## src/rtl/ldr_pkg.sv

```systemverilog
// Constants for the loop diagnostic result status block.
// Assumes a 32-bit SPI frame, MSB first, with the command in the upper half.
package ldr_pkg;

    timeunit 1ns;
    timeprecision 1ps;

    // ----------------------------------------------------------------
    // SPI framing
    // ----------------------------------------------------------------
    localparam int FRAME_BITS = 32;
    localparam logic [7:0] RESULT_ID = 8'h37;
    localparam logic [15:0] RESULT_READ_CODE = 16'h3700;
    localparam int CMD_HI = 31;
    localparam int CMD_LO = 16;
    localparam int ID_HI = 31;
    localparam int ID_LO = 24;
    localparam logic [3:0] REPLY_PAD = 4'h0;

    // ----------------------------------------------------------------
    // Result word layout
    // ----------------------------------------------------------------
    localparam int RESULT_BITS = 20;
    localparam logic [19:0] RESULT_RESET = 20'h00000;
    localparam int DIAG_LEVEL_BIT = 19;
    localparam int TEST_IN_PROGRESS_BIT = 18;
    localparam int UNUSED_BIT = 17;
    localparam int PRIOR_FAULT_BIT = 16;
    localparam int TRANSISTOR_ON_BIT = 15;
    localparam int HIGHSIDE_PASS_BIT = 14;
    localparam int RES_ABOVE_BIT = 13;
    localparam int RES_BELOW_BIT = 12;
    localparam int CODE_HI = 11;
    localparam int CODE_LO = 8;
    localparam int INTER_SHORT_BIT = 7;
    localparam int GROUND_SHORT_BIT = 6;
    localparam int BATTERY_SHORT_BIT = 5;
    localparam int LEAK_PIN_BIT = 4;
    localparam int LEAK_CHAN_HI = 3;
    localparam int LEAK_CHAN_LO = 0;

    // ----------------------------------------------------------------
    // Codes
    // ----------------------------------------------------------------
    localparam logic [3:0] CHAN_LAST = 4'h7;
    localparam logic [3:0] CHAN_NONE = 4'hF;
    localparam logic [3:0] AUTO_NONE = 4'h0;
    localparam logic [3:0] AUTO_CURRENT_MON = 4'h1;
    localparam logic [3:0] AUTO_LEAKAGE = 4'h2;
    localparam logic [3:0] AUTO_INTER_SHORT = 4'h3;
    localparam logic [3:0] AUTO_RES_RANGE = 4'h5;
    localparam logic [3:0] AUTO_RES_MEAS = 4'h6;
    localparam logic [3:0] AUTO_TRANSISTOR = 4'h7;
    localparam logic LEAK_PIN_RETURN = 1'b0;
    localparam logic LEAK_PIN_FEED = 1'b1;

    typedef enum logic [1:0] {
        LDR_IDLE = 2'b00,
        LDR_SHIFT = 2'b01,
        LDR_END = 2'b11
    } ldr_spi_e;

endpackage

```

## src/rtl/ldr_sync2.sv

```systemverilog
// Two flip-flop synchroniser for pin inputs.
// Assumes the inputs are asynchronous to clk; reset is asynchronous.
module ldr_sync2 #(
    parameter int WIDTH = 1,
    parameter logic [WIDTH-1:0] INIT = '0
) (
    input wire logic clk,
    input wire logic reset,
    input wire logic [WIDTH-1:0] async,
    output logic [WIDTH-1:0] synced
);

    timeunit 1ns;
    timeprecision 1ps;

    logic [WIDTH-1:0] stage1_reg;
    logic [WIDTH-1:0] stage2_reg;

    // ----------------------------------------------------------------
    // Synchroniser chain
    // ----------------------------------------------------------------
    always_ff @(posedge clk or posedge reset) begin
        if (reset) begin
            stage1_reg <= INIT;
            stage2_reg <= INIT;
        end else begin
            stage1_reg <= async;
            stage2_reg <= stage1_reg;
        end
    end

    assign synced = stage2_reg;

endmodule

```

## src/rtl/ldr_result_status.sv

```systemverilog
// Loop diagnostic result word with its SPI read path.
// Assumes update strobes come from diagnostic logic on clk; SPI pins are
// asynchronous and sampled at 125 MHz, far faster than the SPI clock.
import ldr_pkg::*;

// Operation
// - Read-only word, only read command answers
// - Bit 19 shows low or high mode
// - Bit 18 high while automatic test runs
// - Bit 16 flags fault before diagnostic start
// - Bit 15 shows driver transistor switched on
// - Bit 14 holds high-side path test pass
// - Bit 13 set when resistance above upper
// - Bit 12 set when resistance below lower
// - Low mode: bits 11:8 echo resistance channel
// - High mode: bits 11:8 give running test
// - Bit 7 flags short between loops
// - Bit 6 flags short to ground
// - Bit 5 flags short to battery
// - Bit 4 gives leakage pin used
// - Bits 3:0 give leakage channel
// - All fields clear on every reset kind
module ldr_result_status #(
    parameter int FRAME_LEN = FRAME_BITS
) (
    input wire logic clk,
    input wire logic reset,
    input wire logic safeStateReset,
    input wire logic wakeStateReset,
    input wire logic spiSck,
    input wire logic spiCsN,
    input wire logic spiMosi,
    output logic spiMisoOut,
    output logic spiMisoOe,
    input wire logic diagLevelHigh,
    input wire logic [3:0] resistanceChannelSelect,
    input wire logic smUpdate,
    input wire logic smTestInProgress,
    input wire logic smPriorFault,
    input wire logic smTransistorOn,
    input wire logic smInterLoopShort,
    input wire logic [3:0] smAutoTestCode,
    input wire logic fetUpdate,
    input wire logic transistor_on_flag,
    input wire logic pathTestDone,
    input wire logic pathTestPass,
    input wire logic resTestDone,
    input wire logic resAboveUpper,
    input wire logic resBelowLower,
    input wire logic leakTestDone,
    input wire logic leakGroundShort,
    input wire logic leakBatteryShort,
    input wire logic leakPinSide,
    input wire logic [3:0] leakChannel,
    output logic [19:0] loopDiagResult
);

    timeunit 1ns;
    timeprecision 1ps;

    // ----------------------------------------------------------------
    // State
    // ----------------------------------------------------------------
    typedef struct packed {
        ldr_spi_e phase;
        logic sckPrev;
        logic [5:0] bitCount;
        logic [31:0] shiftIn;
        logic [31:0] shiftOut;
        logic misoBit;
        logic misoDrive;
        logic replyPending;
        logic diagLevel;
        logic testInProgress;
        logic priorFault;
        logic transistorOn;
        logic highsidePass;
        logic resAbove;
        logic resBelow;
        logic [3:0] autoCode;
        logic interLoopShort;
        logic groundShort;
        logic batteryShort;
        logic leakPin;
        logic [3:0] leakChan;
    } ldr_state_s;

    localparam ldr_state_s STATE_RESET = '{
        phase: LDR_IDLE,
        sckPrev: 1'b0,
        bitCount: 6'h00,
        shiftIn: 32'h00000000,
        shiftOut: 32'h00000000,
        misoBit: 1'b0,
        misoDrive: 1'b0,
        replyPending: 1'b0,
        diagLevel: RESULT_RESET[DIAG_LEVEL_BIT],
        testInProgress: RESULT_RESET[TEST_IN_PROGRESS_BIT],
        priorFault: RESULT_RESET[PRIOR_FAULT_BIT],
        transistorOn: RESULT_RESET[TRANSISTOR_ON_BIT],
        highsidePass: RESULT_RESET[HIGHSIDE_PASS_BIT],
        resAbove: RESULT_RESET[RES_ABOVE_BIT],
        resBelow: RESULT_RESET[RES_BELOW_BIT],
        autoCode: RESULT_RESET[CODE_HI:CODE_LO],
        interLoopShort: RESULT_RESET[INTER_SHORT_BIT],
        groundShort: RESULT_RESET[GROUND_SHORT_BIT],
        batteryShort: RESULT_RESET[BATTERY_SHORT_BIT],
        leakPin: RESULT_RESET[LEAK_PIN_BIT],
        leakChan: RESULT_RESET[LEAK_CHAN_HI:LEAK_CHAN_LO]
    };

    localparam logic [5:0] FRAME_COUNT = 6'(FRAME_LEN);

    ldr_state_s state_reg;
    ldr_state_s state_next;

    logic sckSync;
    logic csNSync;
    logic mosiSync;
    logic [19:0] resultWord;

    // ----------------------------------------------------------------
    // Pin synchronisers
    // ----------------------------------------------------------------
    ldr_sync2 #(
        .WIDTH(3),
        .INIT(3'b010)
    ) pinSync (
        .clk(clk),
        .reset(reset),
        .async({spiSck, spiCsN, spiMosi}),
        .synced({sckSync, csNSync, mosiSync})
    );

    // ----------------------------------------------------------------
    // Helpers
    // ----------------------------------------------------------------
    // Assemble the 20-bit word from its fields
    function automatic logic [19:0] pack_result(input ldr_state_s s);
        logic [19:0] w;
        w = RESULT_RESET;
        w[DIAG_LEVEL_BIT] = s.diagLevel;
        w[TEST_IN_PROGRESS_BIT] = s.testInProgress;
        w[UNUSED_BIT] = 1'b0;
        w[PRIOR_FAULT_BIT] = s.priorFault;
        w[TRANSISTOR_ON_BIT] = s.transistorOn;
        w[HIGHSIDE_PASS_BIT] = s.highsidePass;
        w[RES_ABOVE_BIT] = s.resAbove;
        w[RES_BELOW_BIT] = s.resBelow;
        w[CODE_HI:CODE_LO] = s.autoCode;
        w[INTER_SHORT_BIT] = s.interLoopShort;
        w[GROUND_SHORT_BIT] = s.groundShort;
        w[BATTERY_SHORT_BIT] = s.batteryShort;
        w[LEAK_PIN_BIT] = s.leakPin;
        w[LEAK_CHAN_HI:LEAK_CHAN_LO] = s.leakChan;
        return w;
    endfunction

    // Reply frame for a read issued in the previous frame
    function automatic logic [31:0] reply_frame(input logic pending, input logic [19:0] word);
        logic [31:0] f;
        f = 32'h00000000;
        if (pending) begin
            f = {RESULT_ID, REPLY_PAD, word};
        end
        return f;
    endfunction

    // Only a whole frame carrying the read code arms a reply
    function automatic logic frame_accepted(input logic [31:0] frame, input logic [5:0] count);
        logic ok;
        ok = 1'b0;
        if (count == FRAME_COUNT && frame[CMD_HI:CMD_LO] == RESULT_READ_CODE) begin
            ok = 1'b1;
        end
        return ok;
    endfunction

    // Result fields back to reset; SPI state is left alone
    function automatic ldr_state_s clear_result(input ldr_state_s s);
        ldr_state_s c;
        c = s;
        c.diagLevel = STATE_RESET.diagLevel;
        c.testInProgress = STATE_RESET.testInProgress;
        c.priorFault = STATE_RESET.priorFault;
        c.transistorOn = STATE_RESET.transistorOn;
        c.highsidePass = STATE_RESET.highsidePass;
        c.resAbove = STATE_RESET.resAbove;
        c.resBelow = STATE_RESET.resBelow;
        c.autoCode = STATE_RESET.autoCode;
        c.interLoopShort = STATE_RESET.interLoopShort;
        c.groundShort = STATE_RESET.groundShort;
        c.batteryShort = STATE_RESET.batteryShort;
        c.leakPin = STATE_RESET.leakPin;
        c.leakChan = STATE_RESET.leakChan;
        return c;
    endfunction

    assign resultWord = pack_result(state_reg);

    // ----------------------------------------------------------------
    // Next-state logic
    // ----------------------------------------------------------------
    always_comb begin
        logic sckRise;
        logic sckFall;
        sckRise = 1'b0;
        sckFall = 1'b0;
        state_next = state_reg;
        state_next.sckPrev = sckSync;
        sckRise = sckSync & ~state_reg.sckPrev;
        sckFall = ~sckSync & state_reg.sckPrev;

        // ------------------------------------------------------------
        // SPI frame handling
        // ------------------------------------------------------------
        case (state_reg.phase)
            LDR_IDLE: begin
                state_next.misoDrive = 1'b0;
                state_next.misoBit = 1'b0;
                if (!csNSync) begin
                    // Snapshot taken at frame start keeps the reply coherent
                    state_next.shiftOut = reply_frame(state_reg.replyPending, resultWord);
                    state_next.misoBit = state_next.shiftOut[FRAME_BITS-1];
                    state_next.misoDrive = 1'b1;
                    state_next.bitCount = 6'h00;
                    state_next.phase = LDR_SHIFT;
                end
            end
            LDR_SHIFT: begin
                if (csNSync) begin
                    state_next.phase = LDR_END;
                    state_next.misoDrive = 1'b0;
                end else begin
                    if (sckRise) begin
                        state_next.shiftIn = {state_reg.shiftIn[FRAME_BITS-2:0], mosiSync};
                        // Saturate so an overlong frame cannot wrap to a valid count
                        if (state_reg.bitCount != 6'h3F) begin
                            state_next.bitCount = state_reg.bitCount + 6'h01;
                        end
                    end
                    if (sckFall && state_reg.bitCount != 6'h00) begin
                        state_next.shiftOut = {state_reg.shiftOut[FRAME_BITS-2:0], 1'b0};
                        state_next.misoBit = state_reg.shiftOut[FRAME_BITS-2];
                    end
                end
            end
            LDR_END: begin
                state_next.phase = LDR_IDLE;
                state_next.replyPending = 1'b0;
                state_next.misoBit = 1'b0;
                // Only the read code arms a reply; writes are dropped
                if (frame_accepted(state_reg.shiftIn, state_reg.bitCount)) begin
                    state_next.replyPending = 1'b1;
                end
            end
            default: begin
                state_next.phase = LDR_IDLE;
                state_next.misoDrive = 1'b0;
                state_next.misoBit = 1'b0;
            end
        endcase

        // ------------------------------------------------------------
        // Result word updates
        // ------------------------------------------------------------
        state_next.diagLevel = diagLevelHigh;
        if (!diagLevelHigh) begin
            state_next.autoCode = resistanceChannelSelect;
            state_next.testInProgress = 1'b0;
        end

        // ------------------------------------------------------------
        // State machine loads
        // ------------------------------------------------------------
        if (smUpdate) begin
            state_next.testInProgress = smTestInProgress & diagLevelHigh;
            state_next.priorFault = smPriorFault;
            state_next.transistorOn = smTransistorOn;
            state_next.interLoopShort = smInterLoopShort;
            if (diagLevelHigh) begin
                state_next.autoCode = smAutoTestCode;
            end
        end

        // ------------------------------------------------------------
        // Transistor and path test loads
        // ------------------------------------------------------------
        if (fetUpdate) begin
            state_next.transistorOn = transistor_on_flag;
        end

        if (pathTestDone) begin
            state_next.highsidePass = pathTestPass;
        end

        // ------------------------------------------------------------
        // Resistance test loads
        // ------------------------------------------------------------
        if (resTestDone) begin
            state_next.resAbove = resAboveUpper;
            state_next.resBelow = resBelowLower;
        end

        // ------------------------------------------------------------
        // Leakage test loads
        // ------------------------------------------------------------
        if (leakTestDone) begin
            state_next.groundShort = leakGroundShort;
            state_next.batteryShort = leakBatteryShort;
            state_next.leakPin = leakPinSide;
            state_next.leakChan = leakChannel;
        end

        // ------------------------------------------------------------
        // Wake and safe-state clears override every update
        // ------------------------------------------------------------
        if (safeStateReset || wakeStateReset) begin
            state_next = clear_result(state_next);
        end
    end

    // ----------------------------------------------------------------
    // State register
    // ----------------------------------------------------------------
    always_ff @(posedge clk or posedge reset) begin
        if (reset) begin
            state_reg <= STATE_RESET;
        end else begin
            state_reg <= state_next;
        end
    end

    // ----------------------------------------------------------------
    // Outputs
    // ----------------------------------------------------------------
    assign spiMisoOut = state_reg.misoBit;
    assign spiMisoOe = state_reg.misoDrive;
    assign loopDiagResult = resultWord;

endmodule

```

## config.mk

```make
export PLATFORM = sky130hd
export DESIGN_NAME = ldr_result_status
export DESIGN_NICKNAME = d
export VERILOG_FILES = /design/src/rtl/ldr_pkg.sv /design/src/rtl/ldr_sync2.sv /design/src/rtl/ldr_result_status.sv
export SDC_FILE = /design/constraint.sdc
export NUM_CORES = 1
export LEC_CHECK = 0
export ABC_CLOCK_PERIOD_IN_PS = 3300
export BUFFER_PORTS_ARGS = -buffer_cell sky130_fd_sc_hd__buf_2
export CAP_MARGIN = 20
export CORE_AREA = 2 2 95 97
export DETAILED_ROUTE_END_ITERATION = 10
export DIE_AREA = 0 0 97 99
export PLACE_DENSITY = 0.76
export SLEW_MARGIN = 10
export SYNTH_ARGS = -nofsm -noshare
export SYNTH_HDL_FRONTEND = slang
export SYNTH_SLANG_ARGS = --single-unit
```

## constraint.sdc

```tcl
create_clock -name clk -period 3.3 [get_ports clk]
set_clock_uncertainty 0.2 [all_clocks]
set_input_delay 0.66 -clock clk [delete_from_list [all_inputs] [get_ports clk]]
set_output_delay 0.66 -clock clk [all_outputs]
set_load 0.01 [all_outputs]
```

==> metrics.cfg <==
[placed_design]
post-dp-hpwl_um = 4700
portBuffers = 56
gp_congestion = 0.783

[cells_and_area]
antenna_cells = 0
largest_register_ff_count = 73
fillCellCount = 720
syn_to_final_growth_pct = 10.4
finalNetCount = 438
drive_above_1_share_pct = 29.4
multi_input_area_mm2 = 0.00147
seq_area_mm2 = 0.00250

[floorplanning]
pin_count = 58
die_w_um = 97
rows = 34
initial_core_util_pct = 49.8
core_mm2 = 0.00855
fp.dieH_um = 99
dieArea_mm2 = 0.00960

[clock_network]
clk_pin_slew_worst_paths_ns = 0.10
cts_hold_buf = 0
cts_tree = yes
clock_latency_ns = 0.36
postCtsSetupRepairBufs = 0
cts_sinks = 100
clk_path_buf_depth = 2
htree_levels = 3
clockRootBuffer = clkbuf_8
post_cts_resized = 0
numCtsBuffers = 9

[logic_synthesis]
synth_area_per_cell_um2 = 11.6
synthTopCellsByArea = dfrtp_1 58%, mux2_2 8.7%, mux2i_1 4.7%
ys_types = 43
netlist_area_mm2 = 0.00426
synth.most_common_cell = dfrtp_1
yosysTopAreaCellShare_pct = 57.6
ys_seq_area_share_pct = 58.8
ys_seq_elements = 100
synth_nets = 405
async_flop_share_pct = 100
synth_edf_count = 0
synth_top_area_cell = dfrtp_1
synthCells = 367
yosysWarnings = 0
synth_common_cells = 98 x dfrtp_1, 44 x nor2_1, 33 x mux2_2
synthFlopType = dfrtp_1

[power]
leakagePower_nw = 2.27
p_per_area_mw_per_mm2 = 592
power_mw = 2.78
vdd_drop_max_v = 0.000278

[hold_path]
hp-class = in2async

[setup_path]
cp_num_buf_inv = 3
rr_endpoint = state_reg[22]
cp-end-kind = register
max_stage_delay_ns = 0.67
crit_chain = inv_1 > ha_1 > nor4b_1 > a221oi_4 > buf_8 > buf_4 > nand3_1 > o21ai_0
worstPathArrival_ns = 2.52
critPathLaunchType = register
slowest_stage = nor4b_1
path_delay_family = simple AND/OR/NAND/NOR gates
reg2reg_slack_ns = 0.84
reg2regPathDepth = 8
crit_type = reg2reg
crit_fanout = 22
cp.required_ns = 3.35
reg2reg_from = state_reg[86]

[timing]
slew_headroom_pct = 44.3
worst_pin_slew_ns = 0.823
grt_setup_unrepaired = no
fin_crit_ns = 2.46
setup_viol = 0
fmax_ghz = 0.406
timing_hold_violations_final = 0
fin_crit_sh_pct = 74.6
tns_ns = 0
drv_slew = 0

[grt]
grt_usage_pct = 15.7
grt_remaining_overflow = 0
grt_pass1_vias = 2738
antenna_found_initial = 0
grt_max_degree = 89
grt_pass1_wl_um = 12300

[route]
drc = 0
finalWirelength_um = 6930
dr_total_vias = 2744
wire_per_inst_um = 13.5
viasPerCell = 5.35
drt_iter0_drc = 113
dr.pass1.iters = 4
ant_nets = 0

[flow_run]
cap_violations = 0

[outcome]
status = completed

## worst register-to-register path, stage by stage (launching register included)
cell and delay (ns):
dfrtp_1 0.44, inv_1 0.08, ha_1 0.13, nor4b_1 0.67, a221oi_4 0.25, buf_8 0.23, buf_4 0.18, nand3_1 0.08
o21ai_0 0.10
## logic make-up after synthesis
kind of cell	after synthesis	synth area share [%]
compound gates	74	11.1
xor+xnor	1	0.206
fa+ha+maj	2	0.588
buf+inv	55	6.79
flops	100	58.8
mux	53	13.4
other cells	1	0.0881
simple gates	81	9.00
## placed cells by master (no fill, tap or decap), drive strengths merged, types with 2 or more instances in the layout
cell type  Yosys  routed
a211oi         5       5
clkinv         0       2
mux2i         20      20
nor3           3       3
o21ai         10      10
mux2          33      33
or2            2       2
dfstp          2       2
ha             2       2
nor2          44      44
nand4          2       2
nand2          7       7
dfrtp         98      98
nor2b          2       2
clkinvlp       0       3
inv           15      17
nor4           2       2
nand3         12      12
buf           29      62
a21oi         31      31
a22oi         18      18
clkbuf        11       9
## where the power goes
group,switching [mW],leakage [nW],internal [mW],total [mW]
Sequential,0.138,1.31,1.45,1.59
Combinational,0.253,0.872,0.224,0.476
Clock,0.435,0.0881,0.284,0.719
Total,0.826,2.27,1.96,2.78
## metrics by stage
step | area [µm²] | setup slack (ns) | hold WS, ns | std cells | util [%]
floorplan | 4260 | 1.25 | 0.131 | 367 | -
global placement | 4500 | 0.776 | 0.133 | 496 | 52.7
detailed placement | 4500 | 0.699 | 0.137 | 496 | 52.7
CTS | 4690 | 0.696 | 0.0392 | 512 | 54.8
global route | 4700 | 0.647 | 0.0540 | 513 | 55.0
finish | 4700 | 0.837 | 0.0436 | 513 | 55.0
## per-layer routing
layer	global-route usage, %	wire, µm	part of all wire, %	up-vias
li1	-	-	-	1322
met1	19.7	3080	44	1351
met2	26.8	3490	50	59
met3	2.84	253	3.7	12
met4	7.04	112	1.6	0
met5	0	0	0	-
## area by class of cell
cell class / instances / share of cell area, %
repair buffers: 62 / 7.35
inverters: 15 / 1.28
flip-flops and latches: 100 / 53.3
multi-input cells: 212 / 31.4
well taps: 108 / 2.87
clock buffers: 9 / 2.64
clock inverters: 7 / 1.22
## worst max path at each step
| stage | startpoint | to | slack (ns) | cells after the start |
|---|---|---|---|---|
| floorplan | reset | loopDiagResult[0] | 1.25 | 1 |
| global placement | state_reg[86] | state_reg[22] | 0.78 | 7 |
| detailed placement | state_reg[86] | state_reg[25] | 0.70 | 7 |
| CTS | state_reg[86] | state_reg[22] | 0.70 | 7 |
| global route | state_reg[86] | state_reg[22] | 0.65 | 8 |
| finish | state_reg[86] | state_reg[22] | 0.84 | 8 |
(Power assumes the default switching activity.)
